--- src/pkg/asp_consts.svh ---
// Purpose: constants for the shared address/io port
// Assumes: 16-bit register addresses over a 32-bit AXI4-Lite bus
// Notes: offsets are word indexes; the address is the low sixteen bits of four times the offset
`ifndef ASP_CONSTS_SVH
`define ASP_CONSTS_SVH
// ==========================================================
// register map
`define ASP_OFF_DIR 16'hFFC1
`define ASP_OFF_DATA 16'hFFC3
`define ASP_OFF_PULL 16'hFFD8
`define ASP_BYTE_ADDR(o) {o[15:0], 2'b00}
// ==========================================================
// reset values and response codes
`define ASP_DIR_RST_ADDR 8'hFF
`define ASP_ZERO8 8'h00
`define ASP_ONES8 8'hFF
`define ASP_RESP_OKAY 2'b00
`define ASP_RESP_SLVERR 2'b10
`define ASP_MODE_RST 3'h7
`endif

--- src/pkg/asp_pkg.sv ---
// Purpose: types for the shared address/io port
// Assumes: nothing beyond the constants header
// Notes: one-hot codes for the bus slave states
package asp_pkg;
   typedef logic [7:0] asp_byte_t;
   typedef logic [2:0] asp_mode_t;
   typedef enum logic [2:0]
   {
      ASP_IDLE = 3'b001,
      ASP_RESP = 3'b010,
      ASP_WAIT = 3'b100
   } asp_state_t;
endpackage

--- src/rtl/asp_pin_mux.sv ---
// Purpose: per-pin function selection and pull-up gating
// Assumes: registers outside, outputs registered in the top
// Notes: purely combinational
`timescale 1ns/1ps
`default_nettype none
module asp_pin_mux
(
   input wire logic [2:0] mode,
   input wire logic in_reset,
   input wire logic hw_standby,
   input wire logic [7:0] dir,
   input wire logic [7:0] data,
   input wire logic [7:0] pull,
   input wire logic [7:0] addr_hi,
   output logic [7:0] pin_out,
   output logic [7:0] pin_oe,
   output logic [7:0] pullup_on
);
   logic addr_mode;
   logic single_chip;
   always_comb
   begin
      addr_mode = (mode != 3'd0) && (mode <= 3'd4);
      single_chip = (mode == 3'd7);
      // bit n drives pin n only
      for (int n = 0; n < 8; n++)
      begin
         if (addr_mode)
         begin
            pin_out[n] = addr_hi[n];
            pin_oe[n] = 1'b1;
            pullup_on[n] = 1'b0;
         end
         else
         begin
            // mode 7 gives gpio, modes 0, 5 and 6 address
            pin_out[n] = single_chip ? data[n] : addr_hi[n];
            pin_oe[n] = dir[n];
            // forced off in reset and hardware standby
            pullup_on[n] = !in_reset && !hw_standby && !dir[n] && pull[n];
         end
      end
   end
endmodule
`default_nettype wire

--- src/rtl/asp_port.sv ---
// Purpose: eight-pin port shared with the upper address byte
// Assumes: AXI4-Lite slave, mode pins steady while running
// Notes: pin_out/pin_oe/pullup_on are registered, one cycle behind
`timescale 1ns/1ps
`default_nettype none
`include "asp_consts.svh"
module asp_port
(
   input wire logic aclk,
   input wire logic aresetn,
   input wire logic [15:0] awaddr,
   input wire logic awvalid,
   output logic awready,
   input wire logic [31:0] wdata,
   input wire logic [3:0] wstrb,
   input wire logic wvalid,
   output logic wready,
   output logic [1:0] bresp,
   output logic bvalid,
   input wire logic bready,
   input wire logic [15:0] araddr,
   input wire logic arvalid,
   output logic arready,
   output logic [31:0] rdata,
   output logic [1:0] rresp,
   output logic rvalid,
   input wire logic rready,
   input wire asp_pkg::asp_mode_t mode,
   input wire logic hw_standby,
   input wire logic sw_standby,
   input wire asp_pkg::asp_byte_t ext_addr_hi,
   input wire asp_pkg::asp_byte_t pin_in,
   output asp_pkg::asp_byte_t pin_out,
   output asp_pkg::asp_byte_t pin_oe,
   output asp_pkg::asp_byte_t pullup_on
);
   import asp_pkg::*;

   // ==========================================================
   // decode helpers
   function automatic logic addr_is(input logic [15:0] a, input logic [15:0] off);
      addr_is = (a == {off[13:0], 2'b00});
   endfunction

   function automatic logic addr_mode_of(input asp_mode_t m);
      addr_mode_of = (m != 3'd0) && (m <= 3'd4);
   endfunction

   // ==========================================================
   // registers
   asp_byte_t dir_q, dir_d;
   asp_byte_t data_q, data_d;
   asp_byte_t pull_q, pull_d;
   asp_byte_t out_q, out_d;
   asp_byte_t oe_q, oe_d;
   asp_byte_t pu_q, pu_d;
   asp_byte_t mux_out, mux_oe, mux_pu;
   logic in_reset_q, in_reset_d;

   // ==========================================================
   // bus slave state
   asp_state_t wst_q, wst_d;
   logic aw_got_q, aw_got_d;
   logic w_got_q, w_got_d;
   logic [15:0] waddr_q, waddr_d;
   logic [31:0] wbuf_q, wbuf_d;
   logic [3:0] wstrb_q, wstrb_d;
   logic [1:0] bresp_q, bresp_d;
   logic bvalid_q, bvalid_d;
   logic awready_q, awready_d;
   logic wready_q, wready_d;
   logic arready_q, arready_d;
   logic rvalid_q, rvalid_d;
   logic [31:0] rdata_q, rdata_d;
   logic [1:0] rresp_q, rresp_d;
   logic [15:0] wa;
   logic [31:0] wd;
   logic [3:0] ws;
   logic do_write;

   asp_pin_mux u_mux
   (
      .mode(mode),
      .in_reset(in_reset_q),
      .hw_standby(hw_standby),
      .dir(dir_q),
      .data(data_q),
      .pull(pull_q),
      .addr_hi(ext_addr_hi),
      .pin_out(mux_out),
      .pin_oe(mux_oe),
      .pullup_on(mux_pu)
   );

   // ==========================================================
   // write channel: address and data taken in either order
   always_comb
   begin
      wst_d = wst_q;
      aw_got_d = aw_got_q;
      w_got_d = w_got_q;
      waddr_d = waddr_q;
      wbuf_d = wbuf_q;
      wstrb_d = wstrb_q;
      bresp_d = bresp_q;
      bvalid_d = bvalid_q;
      do_write = 1'b0;
      wa = aw_got_q ? waddr_q : awaddr;
      wd = w_got_q ? wbuf_q : wdata;
      ws = w_got_q ? wstrb_q : wstrb;
      case (wst_q)
         ASP_IDLE:
         begin
            if (awvalid && !aw_got_q)
            begin
               aw_got_d = 1'b1;
               waddr_d = awaddr;
            end
            if (wvalid && !w_got_q)
            begin
               w_got_d = 1'b1;
               wbuf_d = wdata;
               wstrb_d = wstrb;
            end
            if ((awvalid || aw_got_q) && (wvalid || w_got_q))
            begin
               do_write = 1'b1;
               aw_got_d = 1'b0;
               w_got_d = 1'b0;
               bvalid_d = 1'b1;
               if (addr_is(wa, `ASP_OFF_DIR) || addr_is(wa, `ASP_OFF_DATA)
                   || addr_is(wa, `ASP_OFF_PULL))
                  bresp_d = `ASP_RESP_OKAY;
               else
                  bresp_d = `ASP_RESP_SLVERR;
               wst_d = ASP_RESP;
            end
         end
         ASP_RESP:
         begin
            if (bready)
            begin
               bvalid_d = 1'b0;
               wst_d = ASP_IDLE;
            end
         end
         default:
         begin
            wst_d = ASP_IDLE;
            bvalid_d = 1'b0;
         end
      endcase
      // ready computed from the next state so both outputs come straight off flops
      awready_d = (wst_d == ASP_IDLE) && !aw_got_d;
      wready_d = (wst_d == ASP_IDLE) && !w_got_d;
   end

   // ==========================================================
   // register writes; software standby changes nothing, so contents are kept
   always_comb
   begin
      dir_d = dir_q;
      data_d = data_q;
      pull_d = pull_q;
      in_reset_d = 1'b0;
      if (hw_standby)
      begin
         // hardware standby initialises like reset
         dir_d = addr_mode_of(mode) ? `ASP_DIR_RST_ADDR : `ASP_ZERO8;
         data_d = `ASP_ZERO8;
         pull_d = `ASP_ZERO8;
      end
      else
      begin
         if (addr_mode_of(mode))
            dir_d = `ASP_ONES8;
         else if (do_write && ws[0] && addr_is(wa, `ASP_OFF_DIR))
            dir_d = wd[7:0];
         if (do_write && ws[0] && addr_is(wa, `ASP_OFF_DATA))
            data_d = wd[7:0];
         if (do_write && ws[0] && addr_is(wa, `ASP_OFF_PULL))
            pull_d = wd[7:0];
      end
   end

   // ==========================================================
   // read channel
   always_comb
   begin
      arready_d = 1'b0;
      rvalid_d = rvalid_q;
      rdata_d = rdata_q;
      rresp_d = rresp_q;
      if (rvalid_q && rready)
         rvalid_d = 1'b0;
      if (!rvalid_q && arvalid && !arready_q)
      begin
         arready_d = 1'b1;
         rvalid_d = 1'b1;
         rresp_d = `ASP_RESP_OKAY;
         if (addr_is(araddr, `ASP_OFF_DIR))
            rdata_d = {24'h00_0000, `ASP_ONES8};
         else if (addr_is(araddr, `ASP_OFF_DATA))
            rdata_d = {24'h00_0000, (dir_q & data_q) | (~dir_q & pin_in)};
         else if (addr_is(araddr, `ASP_OFF_PULL))
            rdata_d = {24'h00_0000, pull_q};
         else
         begin
            rdata_d = 32'h0000_0000;
            rresp_d = `ASP_RESP_SLVERR;
         end
      end
   end

   // ==========================================================
   // pins: software standby freezes the driven state
   always_comb
   begin
      out_d = sw_standby ? out_q : mux_out;
      oe_d = sw_standby ? oe_q : mux_oe;
      pu_d = mux_pu;
   end

   always_ff @(posedge aclk)
   begin
      if (!aresetn)
      begin
         wst_q <= ASP_IDLE;
         aw_got_q <= 1'b0;
         w_got_q <= 1'b0;
         waddr_q <= 16'h0000;
         wbuf_q <= 32'h0000_0000;
         wstrb_q <= 4'h0;
         bresp_q <= `ASP_RESP_OKAY;
         bvalid_q <= 1'b0;
         awready_q <= 1'b1;
         wready_q <= 1'b1;
         arready_q <= 1'b0;
         rvalid_q <= 1'b0;
         rdata_q <= 32'h0000_0000;
         rresp_q <= `ASP_RESP_OKAY;
         // direction reset value follows the mode pins
         dir_q <= addr_mode_of(mode) ? `ASP_DIR_RST_ADDR : `ASP_ZERO8;
         data_q <= `ASP_ZERO8;
         pull_q <= `ASP_ZERO8;
         out_q <= `ASP_ZERO8;
         oe_q <= `ASP_ZERO8;
         pu_q <= `ASP_ZERO8;
         in_reset_q <= 1'b1;
      end
      else
      begin
         wst_q <= wst_d;
         aw_got_q <= aw_got_d;
         w_got_q <= w_got_d;
         waddr_q <= waddr_d;
         wbuf_q <= wbuf_d;
         wstrb_q <= wstrb_d;
         bresp_q <= bresp_d;
         bvalid_q <= bvalid_d;
         awready_q <= awready_d;
         wready_q <= wready_d;
         arready_q <= arready_d;
         rvalid_q <= rvalid_d;
         rdata_q <= rdata_d;
         rresp_q <= rresp_d;
         dir_q <= dir_d;
         data_q <= data_d;
         pull_q <= pull_d;
         out_q <= out_d;
         oe_q <= oe_d;
         pu_q <= pu_d;
         in_reset_q <= in_reset_d;
      end
   end

   assign awready = awready_q;
   assign wready = wready_q;
   assign bvalid = bvalid_q;
   assign bresp = bresp_q;
   assign arready = arready_q;
   assign rvalid = rvalid_q;
   assign rdata = rdata_q;
   assign rresp = rresp_q;
   assign pin_out = out_q;
   assign pin_oe = oe_q;
   assign pullup_on = pu_q;
endmodule
`default_nettype wire
--- config.mk ---
export PLATFORM = sky130hd
export DESIGN_NAME = asp_port
export DESIGN_NICKNAME = d
export VERILOG_FILES = /design/src/pkg/asp_pkg.sv /design/src/rtl/asp_pin_mux.sv /design/src/rtl/asp_port.sv
export VERILOG_INCLUDE_DIRS = /design/src /design/src/pkg
export SDC_FILE = /design/constraint.sdc
export NUM_CORES = 1
export LEC_CHECK = 0
export ABC_CLOCK_PERIOD_IN_PS = 2300
export BUFFER_PORTS_ARGS = -buffer_cell sky130_fd_sc_hd__buf_2
export CORE_MARGIN = 2
export CORE_UTILIZATION = 44
export DETAILED_ROUTE_END_ITERATION = 16
export GPL_ROUTABILITY_DRIVEN = 0
export MAX_ROUTING_LAYER = met4
export PLACE_DENSITY_LB_ADDON = 0.08
export SKIP_LAST_GASP = 1
export SLEW_MARGIN = 30
export SYNTH_ARGS = -nofsm -noshare
export SYNTH_HDL_FRONTEND = slang
export SYNTH_SLANG_ARGS = --single-unit
--- constraint.sdc ---
create_clock -name aclk -period 2.3 [get_ports aclk]
set_input_delay 0.23 -clock aclk [delete_from_list [all_inputs] [get_ports aclk]]
set_output_delay 0.23 -clock aclk [all_outputs]
set_load 0.01 [all_outputs]
==> summary.md <==
| Metric | Value |
|---|---|
| Die W | `just over 100 µm` |
| Most used flip-flop cell after synthesis | `sky130_fd_sc_hd__dfxtp_1` |
| Number of setup violations in the final report | `0` |
| Maximum number of pins on one net before global-route repair | `44` |
| Count of routing violations after the opening detailed-route iteration | `a little under 70` |
| Vias per inst | `4.97` |
| Async S/R FF share, synth | `0` |
| Via count of the first global-routing pass | `about 3000` |
| Height of the die | `a little over 100 µm` |
| Post-CTS Setup Bufs | `0` |
| Static leakage | `between 2 and 2.5 nW` |
| PostCTS Resize Cnt | `0` |
| HPWL after detailed placement | `roughly 6.8 mm` |
| Final wirelength | `9.18 mm` |
| Transition time at the pin with the least slew margin | `about 0.61 ns` |
| Input/output buffers | `about 110` |
| Part of the total power dissipated in the clock network | `0.337` |
| Worst slack after detailed placement | `approximately 0.35 ns` |
| Summed negative setup slack over all endpoints | `0 ns` |
| Ant diodes | `0` |
| Worst hold path class | `in -> reg` |
| EDFF count, synth | `8` |
| Worst setup slack after layout | `roughly 0.38 ns` |
| Core Footprint | `9150 µm²` |
| Synth Instances | `just over 400` |
| Worst-case clock skew | `0.0129 ns` |
| Worst slew margin relative to its limit | `0.588` |
| #FFs+latches synth | `94` |
| Highest fanout seen on the critical path | `12` |
| Layout cell share with drive strength beyond 1 | `0.298` |
| Overall overflow remaining after global route | `0` |
| Maximum level of the CTS H-tree | `3` |
| Routed wirelength normalized by instance count | `roughly 14 µm` |
| Final period demand of the worst path | `slightly below 2 ns` |
| Clock Tree Root | `sky130_fd_sc_hd__clkbuf_8` |
| Peak per-stage delay on the critical path | `0.60 ns` |
| Share of Yosys cell area claimed by the top area cell type | `0.417` |
| Yosys warning total | `0` |
| Cell Rows | `35` |
| Net switching power figure | `0.884 mW` |
| Count of filler cells inserted in the layout | `between 800 and 900` |
| Area leader, netlist | `sky130_fd_sc_hd__dfxtp_1` |
| Hold buffer count at CTS | `0` |
| First-pass GRT wire length | `about 14 mm` |
| Starting Density | `0.451` |
| Max VDD drop | `about 360 µV` |
| Drt drc | `0` |
| Critical path arrival | `1.98 ns` |
| Switching power as a share of total power | `0.263` |
| Proportion of power drawn by combinational gates | `0.129` |
| Number of distinct library cell variants in the gate-level netlist after synthesis | `51` |
| Crit path max-delay family | `simple AND/OR/NAND/NOR gates` |
| Clock Tree Buf Depth | `2` |
| Number of antenna violations at the first check in global routing | `0` |
| Total routing usage reported by global routing | `0.184` |
| Count of nets after finishing | `around 610` |
| Number of clock sinks seen by CTS | `94` |
| Max-slew violation count | `0` |
| Cell internal pwr | `~2.5 mW` |
| Area added between synthesis and finish | `19.5%` |
| Ratio of final minimum period to clock period | `0.835` |
| Clock tree from TritonCTS | `yes` |
| First-pass iteration count of the detailed router | `4` |
| Hold violation total from the final report | `0` |
| Post-Synthesis Cell Area | `between 4000 and 5000 µm²` |
| Clock transition at the registers of the reported paths | `roughly 0.09 ns` |
| Inserted Clock Buffers | `9` |
| Floorplan die area | `slightly above 10000 µm²` |
| Vias | `between 3000 and 4000` |
| Portion of total power attributed to sequential cells | `0.534` |
| Maximum clock rate | `0.521 GHz` |
| Critical path endpoint category | `flop` |
| Synthesized area per cell | `10.2 µm²` |
| Power per standard cell area | `roughly 680 nW/µm²` |
| Buf+Inv Stages, Crit Path | `1` |
| Critical-path top delay cell | `sky130_fd_sc_hd__dfxtp_1` |
| Startpoint kind of the worst setup timing path | `flop` |
| Clock latency on the worst-skew pair | `0.35 ns` |
| Run status | `completed` |
| Antenna-violating nets left | `0` |
| Main area contributors after synthesis | `sky130_fd_sc_hd__dfxtp_1 (42%), sky130_fd_sc_hd__mux2i_1 (12%), sky130_fd_sc_hd__edfxtp_1 (5.8%), sky130_fd_sc_hd__buf_4 (4.9%), sky130_fd_sc_hd__nor2_1 (4.6%)` |
| Part of the Yosys area used for sequential elements | `0.476` |
| Number of max-capacitance violations reported | `0` |
| Crit path cell chain | `nor4bb_1 -> or2_1 -> nand2_1 -> o211ai_1 -> buf_4` |
| Required time at the worst-slack endpoint | `between 2 and 2.5 ns` |
| Total I/O pin count | `between 150 and 200` |
| Unrepaired setup endpoints after global routing | `no` |
| Category of the most critical setup path | `reg -> reg` |
-- final cells by class --
cell class                      instances  area [µm²]  share of cell area
Multi-Input combinational cell        283        1960               0.397
Tap cell                              111         139              0.0282
Sequential cell                        94        1960               0.398
Timing Repair Buffer                  119         626               0.127
Inverter                               11        41.3             0.00838
Clock inverter                          6        67.6              0.0137
Clock buffer                           10         138              0.0279
-- worst reg2reg max path, stage by stage, from the launching register on --
cell,delay [ns]
sky130_fd_sc_hd__dfxtp_1,0.60
sky130_fd_sc_hd__nor4bb_1,0.41
sky130_fd_sc_hd__or2_1,0.17
sky130_fd_sc_hd__nand2_1,0.07
sky130_fd_sc_hd__o211ai_1,0.18
sky130_fd_sc_hd__buf_4,0.20
-- cells by family after synthesis --
family	share of synthesized area
AOI/OAI and AO/OA	0.0953
muxes	0.189
other	0.000909
and+or+nand+nor	0.162
buffers and inverters	0.0746
DFF	0.476
xor gates and xnor gates	0.00212
-- final timing paths --
kind | start | slack (ns) | cells after the start | to
hold / removal | awaddr[7] | 0.13 | 3 | waddr_q[7]$_SDFFE_PN0P_
setup / recovery | aw_got_q$_SDFF_PN0_ | 0.38 | 5 | dir_q[1]$_DFFE_PP_
setup reg to reg | aw_got_q$_SDFF_PN0_ | 0.38 | 5 | dir_q[1]$_DFFE_PP_
hold reg to reg | pin_oe[5]$_SDFFE_PN0N_ | 0.47 | 2 | pin_oe[5]$_SDFFE_PN0N_
-- registers in the layout, summed over array words and instances, names as in the netlist --
name        flops
w_got_q         1
data_q          8
in_reset_q      1
wbuf_q          8
rresp           1
rdata           8
rvalid          1
wstrb_q         1
aw_got_q        1
wst_q           3
wready          1
pullup_on       8
arready         1
pin_oe          8
awready         1
bvalid          1
pull_q          8
waddr_q        16
dir_q           8
pin_out         8
bresp           1
-- cells in the mapped netlist (all sizes together) (8+ instances only) --
| master | count |
|---|---|
| dfxtp | 86 |
| mux2i | 51 |
| nor2 | 51 |
| nand2 | 37 |
| buf | 32 |
| mux2 | 24 |
| nor3b | 12 |
| a21oi | 11 |
| clkbuf | 11 |
| inv | 11 |
| o21ai | 11 |
| a221oi | 8 |
| a22oi | 8 |
| edfxtp | 8 |
-- power by group through the flow --
stage	Sequential [mW]	Clock [mW]	Combinational (mW)
2_1_floorplan	1.84	0	0.289
3_3_place_gp	1.83	0	0.433
3_5_place_dp	1.84	0	0.437
4_1_cts	1.80	1.17	0.438
5_1_grt	1.81	1.24	0.481
6_report	1.80	1.13	0.434
-- cell usage in the layout (no fill, tap or decap), types with 2 or more instances in the layout --
cell type / Yosys / final
sky130_fd_sc_hd__o21ai_1: 8 / 8
sky130_fd_sc_hd__o211ai_1: 3 / 3
sky130_fd_sc_hd__o2111ai_4: 2 / 2
sky130_fd_sc_hd__buf_4: 27 / 12
sky130_fd_sc_hd__o21ai_0: 3 / 3
sky130_fd_sc_hd__nor2_1: 51 / 51
sky130_fd_sc_hd__edfxtp_1: 8 / 8
sky130_fd_sc_hd__dfxtp_1: 86 / 86
sky130_fd_sc_hd__conb_1: 1 / 27
sky130_fd_sc_hd__mux2_2: 10 / 10
sky130_fd_sc_hd__nand4b_1: 2 / 2
sky130_fd_sc_hd__inv_1: 10 / 10
sky130_fd_sc_hd__a21oi_1: 11 / 11
sky130_fd_sc_hd__buf_2: 3 / 107
sky130_fd_sc_hd__o221a_1: 2 / 2
sky130_fd_sc_hd__nor4b_1: 2 / 2
sky130_fd_sc_hd__mux2_1: 14 / 14
sky130_fd_sc_hd__inv_6: 0 / 2
sky130_fd_sc_hd__nand3_1: 3 / 3
sky130_fd_sc_hd__mux2i_1: 51 / 51
sky130_fd_sc_hd__nand4_1: 3 / 3
sky130_fd_sc_hd__nor3_2: 2 / 2
sky130_fd_sc_hd__nand2_1: 37 / 37
sky130_fd_sc_hd__clkbuf_8: 0 / 10
sky130_fd_sc_hd__nor3b_1: 12 / 11
sky130_fd_sc_hd__or4bb_1: 2 / 2
sky130_fd_sc_hd__a221oi_1: 8 / 8
sky130_fd_sc_hd__a22oi_1: 8 / 8
-- per-stage QoR --
| step | util | std cells | hold WS [ns] | power [mW] | area [µm²] |
|---|---|---|---|---|---|
| finish | 0.539 | 634 | 0.132 | 3.36 | 4930 |
| CTS | 0.539 | 634 | 0.121 | 3.40 | 4930 |
| detailed placement | 0.516 | 618 | 0.462 | 2.27 | 4720 |
| global route | 0.539 | 634 | 0.133 | 3.53 | 4930 |
| global placement | 0.516 | 618 | 0.456 | 2.27 | 4720 |
| floorplan | - | 431 | 0.339 | 2.13 | 4220 |
-- per-layer routing --
metal | global-route usage | part of all wire
met1 | 0.230 | 0.45
met4 | 0.0485 | 0.0093
met3 | 0.0347 | 0.042
met2 | 0.305 | 0.50
met5 | - | 0
(Power assumes the default switching activity.)
